<file path="src/design/msr_pkg.sv">
// constants for the mode and supply control register pair
package msr_pkg;
  // serial frame layout: first byte write flag and address, second byte data
  localparam int FRAME_BITS = 16;
  localparam int BYTE_BITS = 8;
  localparam int FRAME_WR_BIT = 7;
  localparam logic [6:0] ADDR_MODE_SUPPLY = 7'h01;
  localparam logic [6:0] ADDR_HW_CTRL0 = 7'h02;
  // mode_supply_control field positions
  localparam int MS_MODE_HI = 7;
  localparam int MS_MODE_LO = 6;
  localparam int MS_SEC_HI = 4;
  localparam int MS_SEC_LO = 3;
  localparam int MS_OVR_BIT = 2;
  localparam int MS_RT_HI = 1;
  localparam int MS_RT_LO = 0;
  // hardware_control_0 field positions
  localparam int HW_SRR_BIT = 6;
  localparam int HW_FO_BIT = 5;
  localparam int HW_CP_BIT = 2;
  localparam int HW_WATCHDOG_FAILURE_COUNT_SELECT_BIT = 0;
  // operating mode encodings
  typedef enum logic [1:0] {
    MSR_MODE_NORMAL = 2'h0,
    MSR_MODE_SLEEP = 2'h1,
    MSR_MODE_STOP = 2'h2,
    MSR_MODE_SOFTRST = 2'h3
  } msr_mode_e;
  // secondary regulator mode encodings
  localparam logic [1:0] SEC_OFF = 2'h0;
  localparam logic [1:0] SEC_NORMAL = 2'h1;
  localparam logic [1:0] SEC_NORMAL_STOP = 2'h2;
  localparam logic [1:0] SEC_ALWAYS = 2'h3;
  // power-on values and the value read at unmapped addresses
  localparam logic [1:0] SEC_POR_DEV = SEC_ALWAYS;
  localparam logic [1:0] SEC_POR = SEC_OFF;
  localparam logic [1:0] RT_POR = 2'h0;
  localparam logic [7:0] READ_UNMAPPED = 8'h00;
  // reset pin pulse on soft reset
  localparam int CLOCK_PERIOD_NS = 20;
  localparam int SOFT_RST_LOW_NS = 1000;
  localparam int SOFT_RST_LOW_CYCLES =
    (SOFT_RST_LOW_NS + CLOCK_PERIOD_NS - 1) / CLOCK_PERIOD_NS;
endpackage : msr_pkg

</file>
<file path="src/design/msr_regs.sv">
// mode, supply and hardware control registers behind the serial link
// Summary of operation
// - mode field 00 normal, 01 sleep, 10 stop; writing 11 runs soft reset
// - a serial write asking stop to sleep is refused
// - stop to normal write ignores bits 4:0, sets serial fail, still goes normal
// - entering restart rewrites mode field to normal
// - restart or overtemperature clears secondary regulator field to off
// - secondary field 00 off, 01 normal, 10 normal+stop, 11 always with exceptions
// - overvoltage always sets its flag; escalates only when bit 2 is one
// - threshold field 00 highest, stepping down to 11
// - a write returns the contents held before the write
// - development mode powers secondary field up as 11; soft reset clears it
// - reserved bits read zero
// - bit 6 zero pulls reset output low on soft reset, one suppresses it
// - bit 5 drives fail output from software when pin configured for it
// - clearing bit 5 leaves failure-driven fail output on until flag cleared
// - restart clears bit 5 and releases fail output unless failure holds it
// - bit 2 of hardware control enables charge pump; lockable
// - bit 0 selects restart after second (0) or first (1) watchdog failure
// - soft reset keeps locked soft-reset config and locked charge pump enable
// - locked bits ignore writes; lock bits themselves kept elsewhere
`timescale 1ns/1ps
`default_nettype none
module msr_regs
  import msr_pkg::*;
#(
  parameter int RST_LOW_CYCLES = SOFT_RST_LOW_CYCLES
)
(
  input wire logic CLOCK,
  input wire logic SRST,
  input wire logic SPI_CSN_N,
  input wire logic SPI_SCK,
  input wire logic SPI_SDI,
  output logic SPI_SDO,
  output logic SPI_SDO_EN,
  input wire logic DEVELOPMENT_MODE,
  input wire logic INIT_ACTIVE,
  input wire logic RESTART_ENTER,
  input wire logic RESTART_ACTIVE,
  input wire logic FAILSAFE_ACTIVE,
  input wire logic OVERTEMP_EVENT,
  input wire logic MAIN_OV_EVENT,
  input wire logic MAIN_OV_FLAG_CLR,
  input wire logic SERIAL_FAIL_CLR,
  input wire logic FAILURE_ACTIVE,
  input wire logic FAIL_PIN_IS_OUTPUT,
  input wire logic CFG_LOCK0,
  input wire logic CFG_LOCK1,
  output logic [1:0] MODE_REQUEST,
  output logic SOFT_RESET_PULSE,
  output logic RESET_OUTPUT_PIN_N,
  output logic [1:0] SECONDARY_REGULATOR_MODE,
  output logic SECONDARY_REGULATOR_ON,
  output logic MAIN_OVERVOLTAGE_FLAG,
  output logic MAIN_OV_ESCALATE,
  output logic [1:0] MAIN_RESET_THRESHOLD,
  output logic SERIAL_FAIL_FLAG,
  output logic FAIL_OUTPUT,
  output logic CHARGE_PUMP_ENABLE,
  output logic WATCHDOG_FAILURE_COUNT_SELECT
);
  localparam int CW = $clog2(RST_LOW_CYCLES + 1);
  // a zero-length pulse hides the pin behaviour; the pin check delay caps it at 300
  if (RST_LOW_CYCLES < 1 || RST_LOW_CYCLES > 300) begin : g_chk
    $error("RST_LOW_CYCLES must lie between 1 and 300");
  end
  logic addr_stb;
  logic frame_stb;
  logic frame_wr;
  logic [6:0] frame_addr;
  logic [7:0] frame_data;
  logic [7:0] rd_data;
  logic [7:0] ms_rd;
  logic [7:0] hw_rd;
  msr_mode_e mode_q;
  logic [1:0] sec_q;
  logic ovr_q;
  logic [1:0] rt_q;
  logic srr_q;
  logic fo_q;
  logic cp_q;
  logic watchdog_failure_count_select_q;
  logic ov_flag_q;
  logic spi_fail_q;
  logic soft_pulse_q;
  logic esc_q;
  logic sec_on_q;
  logic fail_out_q;
  logic rst_n_q;
  logic [CW-1:0] rst_cnt_q;
  logic dev_q;
  logic wr_ms;
  logic wr_hw;
  msr_mode_e new_mode;
  logic soft_rst;
  logic stop_to_sleep;
  logic stop_to_normal;
  msr_spi_frame u_frame (
    .clk(CLOCK),
    .srst(SRST),
    .csn_n(SPI_CSN_N),
    .sck(SPI_SCK),
    .sdi(SPI_SDI),
    .sdo(SPI_SDO),
    .sdo_en(SPI_SDO_EN),
    .rd_data(rd_data),
    .addr_stb(addr_stb),
    .frame_stb(frame_stb),
    .frame_wr(frame_wr),
    .frame_addr(frame_addr),
    .frame_data(frame_data)
  );
  // read images; reserved bits fixed at zero, hardware updates seen live
  assign ms_rd = {mode_q, 1'b0, sec_q, ovr_q, rt_q};
  assign hw_rd = {1'b0, srr_q, fo_q, 2'b00, cp_q, 1'b0, watchdog_failure_count_select_q};
  // read mux feeds the shifter before any write of this frame lands
  always_comb begin
    unique case (frame_addr)
      ADDR_MODE_SUPPLY: rd_data = ms_rd;
      ADDR_HW_CTRL0: rd_data = hw_rd;
      default: rd_data = READ_UNMAPPED;
    endcase
  end
  // write decode; frame bit 7 marks a write
  assign wr_ms = frame_stb && frame_wr && frame_addr == ADDR_MODE_SUPPLY;
  assign wr_hw = frame_stb && frame_wr && frame_addr == ADDR_HW_CTRL0;
  assign new_mode = msr_mode_e'(frame_data[MS_MODE_HI:MS_MODE_LO]);
  assign soft_rst = wr_ms && new_mode == MSR_MODE_SOFTRST;
  assign stop_to_sleep = wr_ms && mode_q == MSR_MODE_STOP && new_mode == MSR_MODE_SLEEP;
  assign stop_to_normal = wr_ms && mode_q == MSR_MODE_STOP && new_mode == MSR_MODE_NORMAL;

  // development strap, caught while reset is held
  always_ff @(posedge CLOCK) begin
    if (SRST) begin
      dev_q <= DEVELOPMENT_MODE;
    end
  end

  // mode field; restart beats a write landing in the same cycle
  always_ff @(posedge CLOCK) begin
    if (SRST) begin
      mode_q <= MSR_MODE_NORMAL;
    end else if (RESTART_ENTER) begin
      mode_q <= MSR_MODE_NORMAL;
    end else if (soft_rst) begin
      mode_q <= MSR_MODE_NORMAL;
    end else if (wr_ms && !stop_to_sleep) begin
      mode_q <= new_mode;
    end
  end

  // secondary regulator field: power-on value depends on development strap
  always_ff @(posedge CLOCK) begin
    if (SRST) begin
      sec_q <= DEVELOPMENT_MODE ? SEC_POR_DEV : SEC_POR;
    end else if (RESTART_ENTER || OVERTEMP_EVENT) begin
      sec_q <= SEC_OFF;
    end else if (soft_rst) begin
      sec_q <= SEC_POR;
    end else if (wr_ms && !stop_to_sleep && !stop_to_normal) begin
      sec_q <= frame_data[MS_SEC_HI:MS_SEC_LO];
    end
  end

  // overvoltage reaction and reset threshold; restart leaves them alone
  always_ff @(posedge CLOCK) begin
    if (SRST || soft_rst) begin
      ovr_q <= 1'b0;
      rt_q <= RT_POR;
    end else if (wr_ms && !stop_to_sleep && !stop_to_normal) begin
      ovr_q <= frame_data[MS_OVR_BIT];
      rt_q <= frame_data[MS_RT_HI:MS_RT_LO];
    end
  end

  // serial fail flag: set wins over clear
  always_ff @(posedge CLOCK) begin
    if (SRST) begin
      spi_fail_q <= 1'b0;
    end else if (stop_to_normal || stop_to_sleep) begin
      spi_fail_q <= 1'b1;
    end else if (SERIAL_FAIL_CLR) begin
      spi_fail_q <= 1'b0;
    end
  end

  // overvoltage flag always set; escalation only when enabled
  always_ff @(posedge CLOCK) begin
    if (SRST) begin
      ov_flag_q <= 1'b0;
      esc_q <= 1'b0;
    end else begin
      esc_q <= MAIN_OV_EVENT & ovr_q;
      if (MAIN_OV_EVENT) begin
        ov_flag_q <= 1'b1;
      end else if (MAIN_OV_FLAG_CLR) begin
        ov_flag_q <= 1'b0;
      end
    end
  end

  // soft-reset configuration: locked by the second lock bit
  always_ff @(posedge CLOCK) begin
    if (SRST) begin
      srr_q <= 1'b0;
    end else if (soft_rst && !CFG_LOCK1) begin
      srr_q <= 1'b0;
    end else if (wr_hw && !CFG_LOCK1) begin
      srr_q <= frame_data[HW_SRR_BIT];
    end
  end

  // charge pump enable: locked by the first lock bit
  always_ff @(posedge CLOCK) begin
    if (SRST) begin
      cp_q <= 1'b0;
    end else if (soft_rst && !CFG_LOCK0) begin
      cp_q <= 1'b0;
    end else if (wr_hw && !CFG_LOCK0) begin
      cp_q <= frame_data[HW_CP_BIT];
    end
  end

  // software fail bit and watchdog failure count select
  always_ff @(posedge CLOCK) begin
    if (SRST) begin
      fo_q <= 1'b0;
      watchdog_failure_count_select_q <= 1'b0;
    end else begin
      if (RESTART_ENTER || soft_rst) begin
        fo_q <= 1'b0;
      end else if (wr_hw) begin
        fo_q <= frame_data[HW_FO_BIT];
      end
      if (soft_rst) begin
        watchdog_failure_count_select_q <= 1'b0;
      end else if (wr_hw) begin
        watchdog_failure_count_select_q <= frame_data[HW_WATCHDOG_FAILURE_COUNT_SELECT_BIT];
      end
    end
  end

  // fail output: failure keeps it on whatever software does
  always_ff @(posedge CLOCK) begin
    if (SRST) begin
      fail_out_q <= 1'b0;
    end else begin
      fail_out_q <= FAILURE_ACTIVE | (fo_q & FAIL_PIN_IS_OUTPUT);
    end
  end

  // secondary regulator switch from field and device state
  always_ff @(posedge CLOCK) begin
    if (SRST) begin
      sec_on_q <= 1'b0;
    end else begin
      unique case (sec_q)
        SEC_OFF: sec_on_q <= 1'b0;
        SEC_NORMAL: sec_on_q <= mode_q == MSR_MODE_NORMAL && !INIT_ACTIVE
                                && !RESTART_ACTIVE && !FAILSAFE_ACTIVE;
        SEC_NORMAL_STOP: sec_on_q <= (mode_q == MSR_MODE_NORMAL || mode_q == MSR_MODE_STOP)
                                     && !INIT_ACTIVE && !RESTART_ACTIVE
                                     && !FAILSAFE_ACTIVE;
        SEC_ALWAYS: sec_on_q <= !(INIT_ACTIVE && !dev_q) && !RESTART_ACTIVE
                                && !FAILSAFE_ACTIVE;
      endcase
    end
  end

  // soft reset pulse and reset pin low time; counter only runs when asked
  always_ff @(posedge CLOCK) begin
    if (SRST) begin
      soft_pulse_q <= 1'b0;
      rst_cnt_q <= '0;
      rst_n_q <= 1'b1;
    end else begin
      soft_pulse_q <= soft_rst;
      if (soft_rst && !srr_q) begin
        rst_cnt_q <= CW'(RST_LOW_CYCLES);
        rst_n_q <= 1'b0;
      end else if (rst_cnt_q > CW'(1)) begin
        rst_cnt_q <= rst_cnt_q - CW'(1);
      end else begin
        rst_cnt_q <= '0;
        rst_n_q <= 1'b1;
      end
    end
  end

  assign MODE_REQUEST = mode_q;
  assign SOFT_RESET_PULSE = soft_pulse_q;
  assign RESET_OUTPUT_PIN_N = rst_n_q;
  assign SECONDARY_REGULATOR_MODE = sec_q;
  assign SECONDARY_REGULATOR_ON = sec_on_q;
  assign MAIN_OVERVOLTAGE_FLAG = ov_flag_q;
  assign MAIN_OV_ESCALATE = esc_q;
  assign MAIN_RESET_THRESHOLD = rt_q;
  assign SERIAL_FAIL_FLAG = spi_fail_q;
  assign FAIL_OUTPUT = fail_out_q;
  assign CHARGE_PUMP_ENABLE = cp_q;
  assign WATCHDOG_FAILURE_COUNT_SELECT = watchdog_failure_count_select_q;

  property p_softrst_pulse;
    @(posedge CLOCK) disable iff (SRST)
    soft_rst |=> SOFT_RESET_PULSE && MODE_REQUEST == 2'h0;
  endproperty
  a_softrst_pulse: assert property (p_softrst_pulse) else $error("soft reset not seen");
  property p_stop_sleep;
    @(posedge CLOCK) disable iff (SRST)
    stop_to_sleep && !RESTART_ENTER |=> MODE_REQUEST == 2'h2 && $stable(rt_q);
  endproperty
  a_stop_sleep: assert property (p_stop_sleep) else $error("stop to sleep accepted");
  property p_stop_normal;
    @(posedge CLOCK) disable iff (SRST)
    stop_to_normal && !RESTART_ENTER && !OVERTEMP_EVENT
      |=> MODE_REQUEST == 2'h0 && SERIAL_FAIL_FLAG && $stable(ms_rd[4:0]);
  endproperty
  a_stop_normal: assert property (p_stop_normal) else $error("stop to normal wrong");
  property p_restart;
    @(posedge CLOCK) disable iff (SRST)
    RESTART_ENTER |=> MODE_REQUEST == 2'h0 && sec_q == 2'h0 && !fo_q;
  endproperty
  a_restart: assert property (p_restart) else $error("restart values wrong");
  property p_overtemp;
    @(posedge CLOCK) disable iff (SRST)
    OVERTEMP_EVENT |=> SECONDARY_REGULATOR_MODE == 2'h0 ##1 !SECONDARY_REGULATOR_ON;
  endproperty
  a_overtemp: assert property (p_overtemp) else $error("regulator not off");
  property p_ov;
    @(posedge CLOCK) disable iff (SRST)
    MAIN_OV_EVENT |=> MAIN_OVERVOLTAGE_FLAG && (MAIN_OV_ESCALATE == $past(ovr_q));
  endproperty
  a_ov: assert property (p_ov) else $error("overvoltage handling wrong");
  property p_rst_pin;
    @(posedge CLOCK) disable iff (SRST)
    soft_rst && !srr_q |=> !RESET_OUTPUT_PIN_N [*1] ##(RST_LOW_CYCLES) RESET_OUTPUT_PIN_N;
  endproperty
  a_rst_pin: assert property (p_rst_pin) else $error("reset pin pulse wrong");
  property p_no_rst_pin;
    @(posedge CLOCK) disable iff (SRST)
    soft_rst && srr_q && RESET_OUTPUT_PIN_N |=> RESET_OUTPUT_PIN_N;
  endproperty
  a_no_rst_pin: assert property (p_no_rst_pin) else $error("reset pin pulsed");
  property p_fail_out;
    @(posedge CLOCK) disable iff (SRST)
    FAILURE_ACTIVE |=> FAIL_OUTPUT;
  endproperty
  a_fail_out: assert property (p_fail_out) else $error("fail output released");
  property p_lock0;
    @(posedge CLOCK) disable iff (SRST)
    CFG_LOCK0 && (wr_hw || soft_rst) |=> $stable(CHARGE_PUMP_ENABLE);
  endproperty
  a_lock0: assert property (p_lock0) else $error("locked charge pump changed");
  property p_read_old;
    @(posedge CLOCK) disable iff (SRST)
    addr_stb && frame_addr == ADDR_MODE_SUPPLY |=> u_frame.shout_q == $past(ms_rd);
  endproperty
  a_read_old: assert property (p_read_old) else $error("read image not old value");
endmodule : msr_regs
`default_nettype wire

</file>
<file path="src/design/msr_spi_frame.sv">
// byte-wise serial frame shifter: address byte in, data byte in and out
`timescale 1ns/1ps
`default_nettype none
module msr_spi_frame
  import msr_pkg::*;
(
  input wire logic clk,
  input wire logic srst,
  input wire logic csn_n,
  input wire logic sck,
  input wire logic sdi,
  output logic sdo,
  output logic sdo_en,
  input wire logic [7:0] rd_data,
  output logic addr_stb,
  output logic frame_stb,
  output logic frame_wr,
  output logic [6:0] frame_addr,
  output logic [7:0] frame_data
);
  logic sck_prev_q;
  logic [4:0] cnt_q;
  logic [7:0] shin_q;
  logic [7:0] shout_q;
  logic addr_stb_q;
  logic frame_stb_q;
  logic wr_q;
  logic [6:0] addr_q;
  logic [7:0] data_q;
  logic rise;
  logic fall;

  // inputs are synchronous, so plain edge detection on the sampled clock
  assign rise = sck & ~sck_prev_q & ~csn_n;
  assign fall = ~sck & sck_prev_q & ~csn_n;

  always_ff @(posedge clk) begin
    if (srst) begin
      sck_prev_q <= 1'b0;
    end else begin
      sck_prev_q <= sck;
    end
  end

  // bit counter and input shifter; bits beyond one frame are ignored
  always_ff @(posedge clk) begin
    if (srst || csn_n) begin
      cnt_q <= 5'h00;
      shin_q <= 8'h00;
    end else if (rise && cnt_q < 5'(FRAME_BITS)) begin
      cnt_q <= cnt_q + 5'h01;
      shin_q <= {shin_q[6:0], sdi};
    end
  end

  // byte completion strobes and captured frame fields
  always_ff @(posedge clk) begin
    if (srst) begin
      addr_stb_q <= 1'b0;
      frame_stb_q <= 1'b0;
      wr_q <= 1'b0;
      addr_q <= 7'h00;
      data_q <= 8'h00;
    end else begin
      addr_stb_q <= 1'b0;
      frame_stb_q <= 1'b0;
      if (rise && cnt_q == 5'(BYTE_BITS - 1)) begin
        addr_stb_q <= 1'b1;
        wr_q <= shin_q[6];
        addr_q <= {shin_q[5:0], sdi};
      end
      if (rise && cnt_q == 5'(FRAME_BITS - 1)) begin
        frame_stb_q <= 1'b1;
        data_q <= {shin_q[6:0], sdi};
      end
    end
  end

  // output shifter: loads the old register contents once the address is known;
  // the fall right after the load must not shift, or bit 7 is gone before the host samples
  always_ff @(posedge clk) begin
    if (srst || csn_n) begin
      shout_q <= 8'h00;
    end else if (addr_stb_q) begin
      shout_q <= rd_data;
    end else if (fall && cnt_q > 5'(BYTE_BITS)) begin
      shout_q <= {shout_q[6:0], 1'b0};
    end
  end

  assign sdo = shout_q[7];
  assign sdo_en = ~csn_n;
  assign addr_stb = addr_stb_q;
  assign frame_stb = frame_stb_q;
  assign frame_wr = wr_q;
  assign frame_addr = addr_q;
  assign frame_data = data_q;
endmodule : msr_spi_frame
`default_nettype wire

</file>
<file path="config.mk">
export PLATFORM = sky130hd
export DESIGN_NAME = msr_regs
export DESIGN_NICKNAME = d
export VERILOG_FILES = /design/src/design/msr_pkg.sv /design/src/design/msr_regs.sv /design/src/design/msr_spi_frame.sv
export SDC_FILE = /design/constraint.sdc
export NUM_CORES = 1
export LEC_CHECK = 0
export ABC_AREA = 0
export BUFFER_PORTS_ARGS = -buffer_cell sky130_fd_sc_hd__buf_2
export CAP_MARGIN = 20
export CORE_MARGIN = 2
export CORE_UTILIZATION = 40
export CTS_BUF_LIST = sky130_fd_sc_hd__clkbuf_16
export CTS_CLUSTER_SIZE = 16
export DETAILED_ROUTE_END_ITERATION = 10
export GPL_TIMING_DRIVEN = 1
export PLACE_DENSITY = 0.71
export SETUP_SLACK_MARGIN = 0.05
export SLEW_MARGIN = 20
export SYNTH_ARGS = -nofsm -noshare
export SYNTH_HDL_FRONTEND = slang
export SYNTH_SLANG_ARGS = --single-unit
</file>
<file path="constraint.sdc">
create_clock -name CLOCK -period 1.7 [get_ports CLOCK]
set_clock_uncertainty 0.05 [all_clocks]
set_input_delay 0.34 -clock CLOCK [delete_from_list [all_inputs] [get_ports CLOCK]]
set_output_delay 0.34 -clock CLOCK [all_outputs]
set_load 0.1 [all_outputs]
</file>
[Word level (Yosys, flattened, before mapping)]
Cells that the tools add are included.
Word-level totals
  register bits: 64
  bits of input ports: 18
  output and inout bits: 17
  logic and storage cells: 129
Operators by class
  add/subtract/negate cells: 2
  magnitude comparators: 3
  equality and inequality tests: 11
  muxes and demuxes: 19
  bitwise logic cells: 11
  reductions and logical operators: 56
Operators by type and width (count)
  1-bit logical AND: 27
  8-bit two-way mux: 2
  8-bit one-hot mux with 2 select lines: 1
  6-bit two-way mux: 2
  1-bit zero test: 10
  2-bit two-way mux: 5
  2-bit == test, second input constant: 4
  1-bit two-way mux: 8
  2-bit OR reduction: 4
  7-bit by 1-bit == test with 1-bit output, second input constant: 1
  7-bit by 2-bit == test with 1-bit output, second input constant: 1
  1-bit bitwise AND: 6
  6-bit by 1-bit greater-than comparator with 1-bit output, second input constant: 1
  2-bit zero test: 3
  1-bit logical OR: 6
  2-bit nonzero test: 3
  3-bit OR reduction: 2
  6-bit by 1-bit subtractor with 6-bit output, second input constant: 1
  5-bit by 1-bit adder with 5-bit output, second input constant: 1
  5-bit by 3-bit == test with 1-bit output, second input constant: 1
  5-bit by 4-bit == test with 1-bit output, second input constant: 1
  5-bit by 4-bit greater-than comparator with 1-bit output, second input constant: 1
  5-bit less-than comparator, second input constant: 1
  2-bit by 1-bit == test with 1-bit output, second input constant: 2
  other kinds (5): 8

[Longest topological paths before layout]
Gate-level depths: netlist of the first run.
  word-level depth: 11
  depth in mapped cells: 7
  mapped depth without buffers: 6

[Hierarchy]
From an unflattened synthesis of the first run, not the netlist that was laid out.
Second synthesis, totals
  cells, all modules: 315
  area total of the unflattened synthesis: 2767.7 sq um
Modules (own cells, without submodules)
  msr_spi_frame: times used 1, cells an instance 181, area an instance 1539.0 sq um, seq. area each 780.7 sq um
  msr_regs: times used 1, cells an instance 134, area an instance 1228.7 sq um, seq. area each 530.5 sq um

[Worst setup path before layout of the first run]
OpenSTA, ideal clock, no wires.
  kind: register to register
  start point: register mode_q[1], in the netlist MODE_REQUEST[1]
  end point: register sec_q[0], in the netlist SECONDARY_REGULATOR_MODE[0], enable pin
  library setup time: 0.253 ns
  arrival time: 1.570 ns
  data required time: 1.397 ns
  setup slack: -0.173 ns
  cell stages (with the launch flop): 3
  path buffers: 0
  clock period less this slack: 1.873 ns
  cell sequence: dfxtp_1 -> nand2_1 -> a211o_1
On the way
  word-level cells in the longest chain between the ends: 7
  elaborated cells between the ends (all ways): 9
  classes of those cells: eq/ne: 1; reduce/logical: 8
Ends and longest elaborated chain
  from (decl): RTL line msr_regs.sv:76  | msr_mode_e mode_q;
  from (signal assigned): RTL line msr_regs.sv:149  | mode_q <= new_mode;
  2-bit == test (*): RTL line msr_regs.sv:130, msr_regs.sv:131
  1-bit logical AND (*): RTL line msr_regs.sv:130, msr_regs.sv:131
  1-bit logical AND: RTL line msr_regs.sv:130  | assign stop_to_sleep = wr_ms && mode_q == MSR_MODE_STOP && new_mode == MSR_MODE_SLEEP;
  1-bit zero test: RTL line msr_regs.sv:161  | end else if (wr_ms && !stop_to_sleep && !stop_to_normal) begin
  1-bit logical AND: RTL line msr_regs.sv:161
  1-bit logical AND (*): RTL line msr_regs.sv:161
  4-bit nonzero test (no line) (*)
  to (signal assigned): RTL line msr_regs.sv:156  | sec_q <= DEVELOPMENT_MODE ? SEC_POR_DEV : SEC_POR;
  to (signal assigned): RTL line msr_regs.sv:162  | sec_q <= frame_data[MS_SEC_HI:MS_SEC_LO];
  to (decl): RTL line msr_regs.sv:77  | logic [1:0] sec_q;
Every way passes the cells marked *; elsewhere a longest branch is shown, timed or not.
A chain may end at the register's enable or synchronous reset.

[Final worst setup path of the first run]
  start point: register u_frame.addr_q[4], in the netlist u_frame.frame_addr[4]
  end point: register sec_q[1], in the netlist SECONDARY_REGULATOR_MODE[1], enable pin
On the way
  word-level cells in the longest chain between the ends: 8
  elaborated cells between the ends (all ways): 11
  classes of those cells: eq/ne: 1; reduce/logical: 10
Ends and longest elaborated chain
  from (decl): RTL line msr_spi_frame.sv:28  | logic [6:0] addr_q;
  from (signal assigned): RTL line msr_spi_frame.sv:70  | addr_q <= {shin_q[5:0], sdi};
  7-bit by 1-bit == test with 1-bit output (*): RTL line msr_regs.sv:126  | assign wr_ms = frame_stb && frame_wr && frame_addr == ADDR_MODE_SUPPLY;
  1-bit logical AND (*): RTL line msr_regs.sv:126
  1-bit logical AND: RTL line msr_regs.sv:130, msr_regs.sv:131
  1-bit logical AND: RTL line msr_regs.sv:130
  1-bit zero test: RTL line msr_regs.sv:161
  1-bit logical AND (2 in a row): RTL line msr_regs.sv:161
  4-bit nonzero test (no line) (*)
Marks and branches as above.

==> reports/metrics.csv, run 1 <==
stage;metric;value;unit
setup_path;reg2reg_slack;0.07;ns
routing;detail_route.wirelength;6800;um
floorplan;die_y;86.1;um
power;power_frac_comb;11.8;%
synthesis;netlist_instances;310;
final_layout;final_layout_size_suffix_gt1_share;28.0;%
final_layout;fin_nets;397;
setup_path;worstPathArrival;1.62;ns
routing;post-route-drc-count;0;
sta;setup-tns-final;0;ns
setup_path;required;1.69;ns
synthesis;ys.flop_type;dfxtp_1;
power;p_leak;1.39;nW
clock_network;root_buffer;clkbuf_16;
setup_path;timing.rr.start;u_frame.frame_addr[4]$_SDFFE_PP0P_;
sta;max_clock_freq;612;MHz
sta;relSlewSlack;64.5;%
power;p_sw;0.985;mW
power;vdd_ir_drop_max;0.000805;V
clock_network;cts_tree;built;
power;power-per-cell-area;1130;mW/mm2
routing;viasPerCell;5.41;
sta;period_needed;1.63;ns
setup_path;critPathSlowestCell;and4bb_2;
worst_hold_path;whs_endpoint;dev_q$_DFFE_PP_;
grt;track_usage;19.4;%
clock_network;cts_sinks;64;
power;power_frac_seq;40.8;%
routing;drtAntennaViolNets;0;
routing;vias;2468;
worst_hold_path;hp-start;DEVELOPMENT_MODE;
floorplan;boundaryPins;35;
placement;finalWeightedCongestion;0.872;
setup_path;critPathLaunchType;register;
grt;grt_pass1_wl;11100;um
floorplan;die_width;86.1;um
routing;first_pass_iters;5;
floorplan;start_util;42.0;%
worst_hold_path;hold_class;input pin to register;
clock_network;htreeDepth;3;
final_layout;n_antenna_cell;0;
final_layout;design_area;0.00354;mm2
placement;port_buffers;34;
clock_network;cts_buffers;9;
grt;grt_max_degree;21;
synthesis;ys_seq_area_share;48.6;%
placement;dpl_cell_area;0.00315;mm2
synthesis;synth_cell_types;44;
setup_path;cp_cell_sequence;and4bb_2, nand4_1, nand2_2, a211o_1;
final_layout;syn_to_final_growth;31.3;%
clock_network;clk_pin_slew_worst_paths;0.06;ns
synthesis;synth_nets;333;
setup_path;timing.rr.end;SECONDARY_REGULATOR_MODE[1]$_DFFE_PP_;
flow_run;drv_cap;0;
synthesis;synth_top_area_share;45.3;%
power;p_clk_share;47.4;%
floorplan;rows;29;
grt;globalRouteMet1Util;24.6;%
setup_path;path_max_fanout;5;
synthesis;avgSynthCellArea;8.70;um2
setup_path;ff2ff_path_depth;4;
grt;grt_pass1_vias;2335;
clock_network;ctsHoldBuffers;0;
power;intPower;3.01;mW
sta;worst_pin_slew;0.525;ns
synthesis;syn_area;0.00270;mm2
synthesis;synth-async-reset-ratio;0;%
grt;grt_use_met3;6.16;%
status;status;completed;
synthesis;ys_warn_count;0;
grt;antenna_found_initial;0;
setup_path;crit_type;register to register;
clock_network;insertion_delay;0.33;ns
sta;final_hold_viol_count;0;
placement;hpwl;4710;um
synthesis;ys_top_cells_by_count;61 x dfxtp_1, 49 x nand2_1, 39 x a21oi_1, 28 x nor2_1;
floorplan;dieArea;0.00742;mm2
grt;gr-usage-met2;30.0;%
grt;grt.overflow.total;0;
synthesis;synth_area_leader_cell;dfxtp_1;
setup_path;cp_slowest_stage_delay;0.35;ns
synthesis;synth_most_common_cell;dfxtp_1;
worst_hold_path;holdPathStages;1;
sta;rsz0062_at_grt;true;
synthesis;synthTopCellsByArea;dfxtp_1 45%, a21oi_1 7.2%, nand2_1 6.8%;
power;swShare;24.7;%
sta;finalSetupViolCount;0;
sta;slew_violations;0;
grt;grt-busiest-layer;met2;
routing;drt_iter0_markers;123;
floorplan;core;0.00642;mm2
synthesis;synth_edf_count;3;
clock_network;cts_buffer_depth;2;
routing;wl_per_cell;14.9;um
sta;period_share;96.2;%
synthesis;ys_seq_elements;64;
setup_path;end_kind;register;
sequential cells by signal, indices dropped and copies added (netlist names), 2 cells and up:
signal / count
rst_cnt_q: 6
SECONDARY_REGULATOR_MODE: 2
u_frame.cnt_q: 5
MODE_REQUEST: 2
MAIN_RESET_THRESHOLD: 2
u_frame.shin_q: 7
u_frame.frame_addr: 7
u_frame.shout_q: 8
u_frame.frame_data: 8
layer usage:
layer,up-vias,part of all wire (%)
met4,0,0.66
met5,-,0
met2,88,48
li1,1215,-
met3,4,6.1
met1,1161,46
layout make-up:
type	count	area [um2]
inverters	10	41.3
clock inverters	6	66.3
well taps	77	96.3
multi-input cells	225	1340
clock buffers	10	250
flip-flops and latches	64	1320
fillers	587	2880
repair buffers	64	423
power by group through the flow:
stage | Combinational, mW | Clock [mW] | Sequential, mW
after detailed placement | 0.458 | 0 | 1.66
after global placement | 0.449 | 0 | 1.65
after floorplan | 0.270 | 0 | 1.70
after CTS | 0.464 | 1.92 | 1.63
final | 0.473 | 1.89 | 1.63
after global routing | 0.522 | 2.00 | 1.63
cells by family after synthesis:
family                   Yosys count  share of synthesized area (%)
buffers and inverters             21                           2.92
AND/OR/NAND/NOR                  129                           23.9
adder cells (fa/ha/maj)            5                           2.32
multiplexers                      11                           4.08
XOR/XNOR                           5                           1.62
flip-flops                        64                           48.6
AO/OA/AOI/OAI                     75                           16.5
timing repair:
item	in CTS	in global routing
gates resized for setup	3	11
buffers inserted	0	5
pin swaps	1	9
setup endpoints to repair	3	25
layout by cell type (no fill, tap or decap), types with 7 or more instances in the layout:
| cell | Yosys | routed |
|---|---|---|
| buf_4 | 0 | 29 |
| inv_1 | 10 | 9 |
| o21ai_0 | 11 | 10 |
| nor2_1 | 28 | 28 |
| clkbuf_16 | 0 | 10 |
| nand2_1 | 49 | 48 |
| dfxtp_2 | 0 | 7 |
| a21oi_1 | 39 | 37 |
| buf_2 | 0 | 33 |
| a22oi_1 | 7 | 7 |
| dfxtp_1 | 61 | 54 |
| mux2i_1 | 11 | 11 |
stage by stage:
stage | power [mW] | hold slack, ns | util [%] | setup WS [ns] | instances
2_1_floorplan | 1.97 | 0.379 | - | 0.0379 | 310
3_3_place_gp | 2.10 | 0.397 | 49.0 | 0.00247 | 435
3_5_place_dp | 2.11 | 0.399 | 49.0 | -0.0182 | 435
4_1_cts | 4.01 | 0.158 | 54.0 | 0.0565 | 451
5_1_grt | 4.15 | 0.157 | 55.1 | -0.00666 | 456
6_report | 3.99 | 0.163 | 55.1 | 0.0650 | 456
worst max path at each step:
stage                                                   from                                     to  slack (ns)  cells after the start
after CTS                      u_frame.cnt_q[1]$_SDFFE_PP0P_          u_frame.cnt_q[4]$_SDFFE_PP0P_        0.06                      5
after global routing      u_frame.frame_addr[2]$_SDFFE_PP0P_  SECONDARY_REGULATOR_MODE[1]$_DFFE_PP_      -0.007                      5
after global placement                             SPI_CSN_N     u_frame.frame_addr[5]$_SDFFE_PP0P_       0.002                      6
after detailed placement                           SPI_CSN_N     u_frame.frame_addr[0]$_SDFFE_PP0P_       -0.02                      6
after floorplan                u_frame.cnt_q[4]$_SDFFE_PP0P_     u_frame.frame_addr[6]$_SDFFE_PP0P_        0.04                      4
final                     u_frame.frame_addr[4]$_SDFFE_PP0P_  SECONDARY_REGULATOR_MODE[1]$_DFFE_PP_        0.07                      4
critical path: cells and delay by family (launching register included):
kind	cells	cell delay (ns)
compound gates	1	0.16
simple gates	3	0.79
flops	1	0.33
Note: power is estimated with default switching activity, not from simulation.
==> run 2: changes to the inputs <==
Settings changed: SETUP_SLACK_MARGIN 0.05 to 0.2.
==> reports/metrics.csv, run 2 (synthesis gave the netlist of run 1 again) <==
stage;metric;value;unit;change
clock_network;ctsHoldBuffers;0;;unchanged
clock_network;cts_buffer_depth;2;;unchanged
clock_network;insertion_delay;0.33;ns;about the same
setup_path;path_max_fanout;8;;+3
placement;place_inst;433;;-0.46%
final_layout;fin_nets;401;;+1.0%
clock_network;cts_tree;built;;
grt;track_usage;19.2;%;-0.24 points
routing;viasPerCell;5.53;;+2.2%
final_layout;syn_to_final_growth;41.2;%;
floorplan;start_util;42.0;%;unchanged
routing;detail_route.wirelength;7080;um;+4.1%
floorplan;dieArea;0.00742;mm2;unchanged
grt;antenna_found_initial;0;;unchanged
sta;worst_pin_slew;0.487;ns;-0.0378 ns
clock_network;htreeDepth;3;;unchanged
routing;vias;2540;;+2.9%
setup_path;reg2reg_slack;0.07;ns;about the same
sta;relSlewSlack;67.7;%;+3.2 points
placement;hpwl;4640;um;-1.4%
placement;dp_slack;-0.0331;ns;-0.0149 ns
status;status;completed;;
sta;fin_ws;0.0671;ns;+0.00208 ns
routing;drt_iter0_markers;183;;+49%
grt;grt_pass1_vias;2303;;-1.4%
floorplan;rows;29;;unchanged
clock_network;root_buffer;clkbuf_16;;
setup_path;cp_slowest_stage_delay;0.55;ns;+0.20 ns
setup_path;critPathSlowestCell;or4b_4;;
final_layout;mostFrequentLayoutCell;dfxtp_1;;
floorplan;boundaryPins;35;;unchanged
placement;finalWeightedCongestion;0.836;;-4.1%
clock_network;cts_sinks;64;;unchanged
clock_network;clk_pin_slew_worst_paths;0.05;ns;about the same
power;vdd_ir_drop_max;0.000678;V;-16%
placement;port_buffers;34;;unchanged
setup_path;cp_cell_sequence;or4b_4, nor3_4, buf_12, mux2i_1, nor2_1;;
sta;rsz0062_at_grt;true;;
setup_path;crit_end;u_frame.frame_addr[6]$_SDFFE_PP0P_;;
setup_path;end_kind;register;;
power;p_leak;1.43;nW;+3.0%
grt;grt_pass1_wl;11000;um;-0.38%
setup_path;worstPathArrival;1.80;ns;+0.18 ns
sta;slew_violations;0;;unchanged
setup_path;required;1.86;ns;+0.17 ns
grt;grt_max_degree;23;;+9.5%
routing;first_pass_iters;4;;-1
sta;holdWs;0.163;ns;+0.000209 ns
floorplan;core;0.00642;mm2;unchanged
setup_path;timing.rr.end;u_frame.frame_addr[6]$_SDFFE_PP0P_;;
setup_path;critPathLaunchType;register;;
floorplan;die_width;86.1;um;unchanged
routing;post-route-drc-count;0;;unchanged
grt;grt.overflow.total;0;;unchanged
final_layout;n_antenna_cell;0;;unchanged
final_layout;final_layout_size_suffix_gt1_share;40.1;%;+12 points
clock_network;cts_buffers;9;;unchanged
sta;final_hold_viol_count;0;;unchanged
final_layout;final_cell_mix;48 x dfxtp_1, 43 x nand2_1, 35 x buf_4;;
sta;finalSetupViolCount;0;;unchanged
routing;wl_per_cell;15.4;um;+3.5%
floorplan;die_y;86.1;um;unchanged
flow_run;drv_cap;0;;unchanged
power;power-per-cell-area;974;mW/mm2;-14%
setup_path;timing.rr.start;u_frame.cnt_q[4]$_SDFFE_PP0P_;;
worst_hold_path;hold_class;input pin to register;;
setup_path;startpoint;u_frame.cnt_q[4]$_SDFFE_PP0P_;;
sta;max_clock_freq;612;MHz;+0.13%
routing;drtAntennaViolNets;0;;unchanged
setup_path;crit_type;register to register;;
final_layout;finalNonFillerCells;459;;+0.66%
sta;period_needed;1.63;ns;-0.00208 ns
sta;period_share;96.1;%;-0.12 points
setup_path;ff2ff_path_depth;5;;+1
## run 2: changes by cell type in the layout (fill, tap and decap cells not counted), moves of 5 or more
cell / before / now
nand3_1: 6 / 1
o21ai_0: 10 / 3
buf_2: 33 / 24
dfxtp_1: 54 / 48
a21oi_2: 2 / 11
nand2_1: 48 / 43
a21oi_1: 37 / 28
buf_4: 29 / 35
## run 2: cell type report
| type | count | area [um2] |
|---|---|---|
| clock buffer | 9 | 225 |
| clock inverter | 6 | 22.5 |
| fill | 531 | 2610 |
| inverter | 10 | 46.3 |
| multi-input combinational | 225 | 1600 |
| sequential | 64 | 1340 |
| tap | 77 | 96.3 |
| timing repair buffer | 68 | 487 |
## run 2: critical path: cells and delay by family (launching register included)
kind                   cells  cell delay, ns
multiplexers               1            0.20
flip-flops                 1            0.32
AND/OR/NAND/NOR            3            0.78
buffers and inverters      1            0.16
## run 2: worst min-delay path by stage
stage,from,endpoint,slack (ns),cells after the start
after floorplan,rst_cnt_q[0]$_SDFF_PP0_,rst_cnt_q[0]$_SDFF_PP0_,0.38,1
after global placement,rst_cnt_q[0]$_SDFF_PP0_,rst_cnt_q[0]$_SDFF_PP0_,0.40,1
after detailed placement,rst_cnt_q[0]$_SDFF_PP0_,rst_cnt_q[0]$_SDFF_PP0_,0.40,1
after CTS,DEVELOPMENT_MODE,dev_q$_DFFE_PP_,0.15,1
after global routing,DEVELOPMENT_MODE,dev_q$_DFFE_PP_,0.15,1
final,DEVELOPMENT_MODE,dev_q$_DFFE_PP_,0.16,1
## run 2: metrics by stage
stage / setup TNS, ns / power, mW / utilization [%] / area (um2)
after floorplan: 0 / 1.97 / - / 2740
after global placement: 0 / 2.10 / 49.1 / 3150
after detailed placement: -0.0912 / 2.11 / 49.1 / 3150
after CTS: 0 / 3.71 / 54.7 / 3520
after global routing: -0.0124 / 3.86 / 59.3 / 3810
final: 0 / 3.71 / 59.3 / 3810
## run 2: repair_timing
action | CTS | global route
cloned | 0 | 0
resized for setup | 26 | 68
buffers inserted | 6 | 5
endpoints found under the setup margin | 42 | 43
pin swaps | 12 | 23
## run 2: report_power, final
group          switching, mW  leakage [nW]  total (mW)  internal (mW)
combinational          0.280         0.767       0.508          0.228
sequential            0.0581         0.533        1.63           1.57
clock                  0.628         0.132        1.57          0.945
## run 2: metal layers
layer	routed length, um	up-vias	global-route usage, %
met5	0	-	0
met4	109	0	8.66
met3	425	9	5.77
met2	3370	78	29.2
met1	3170	1226	25.0
li1	-	1227	-
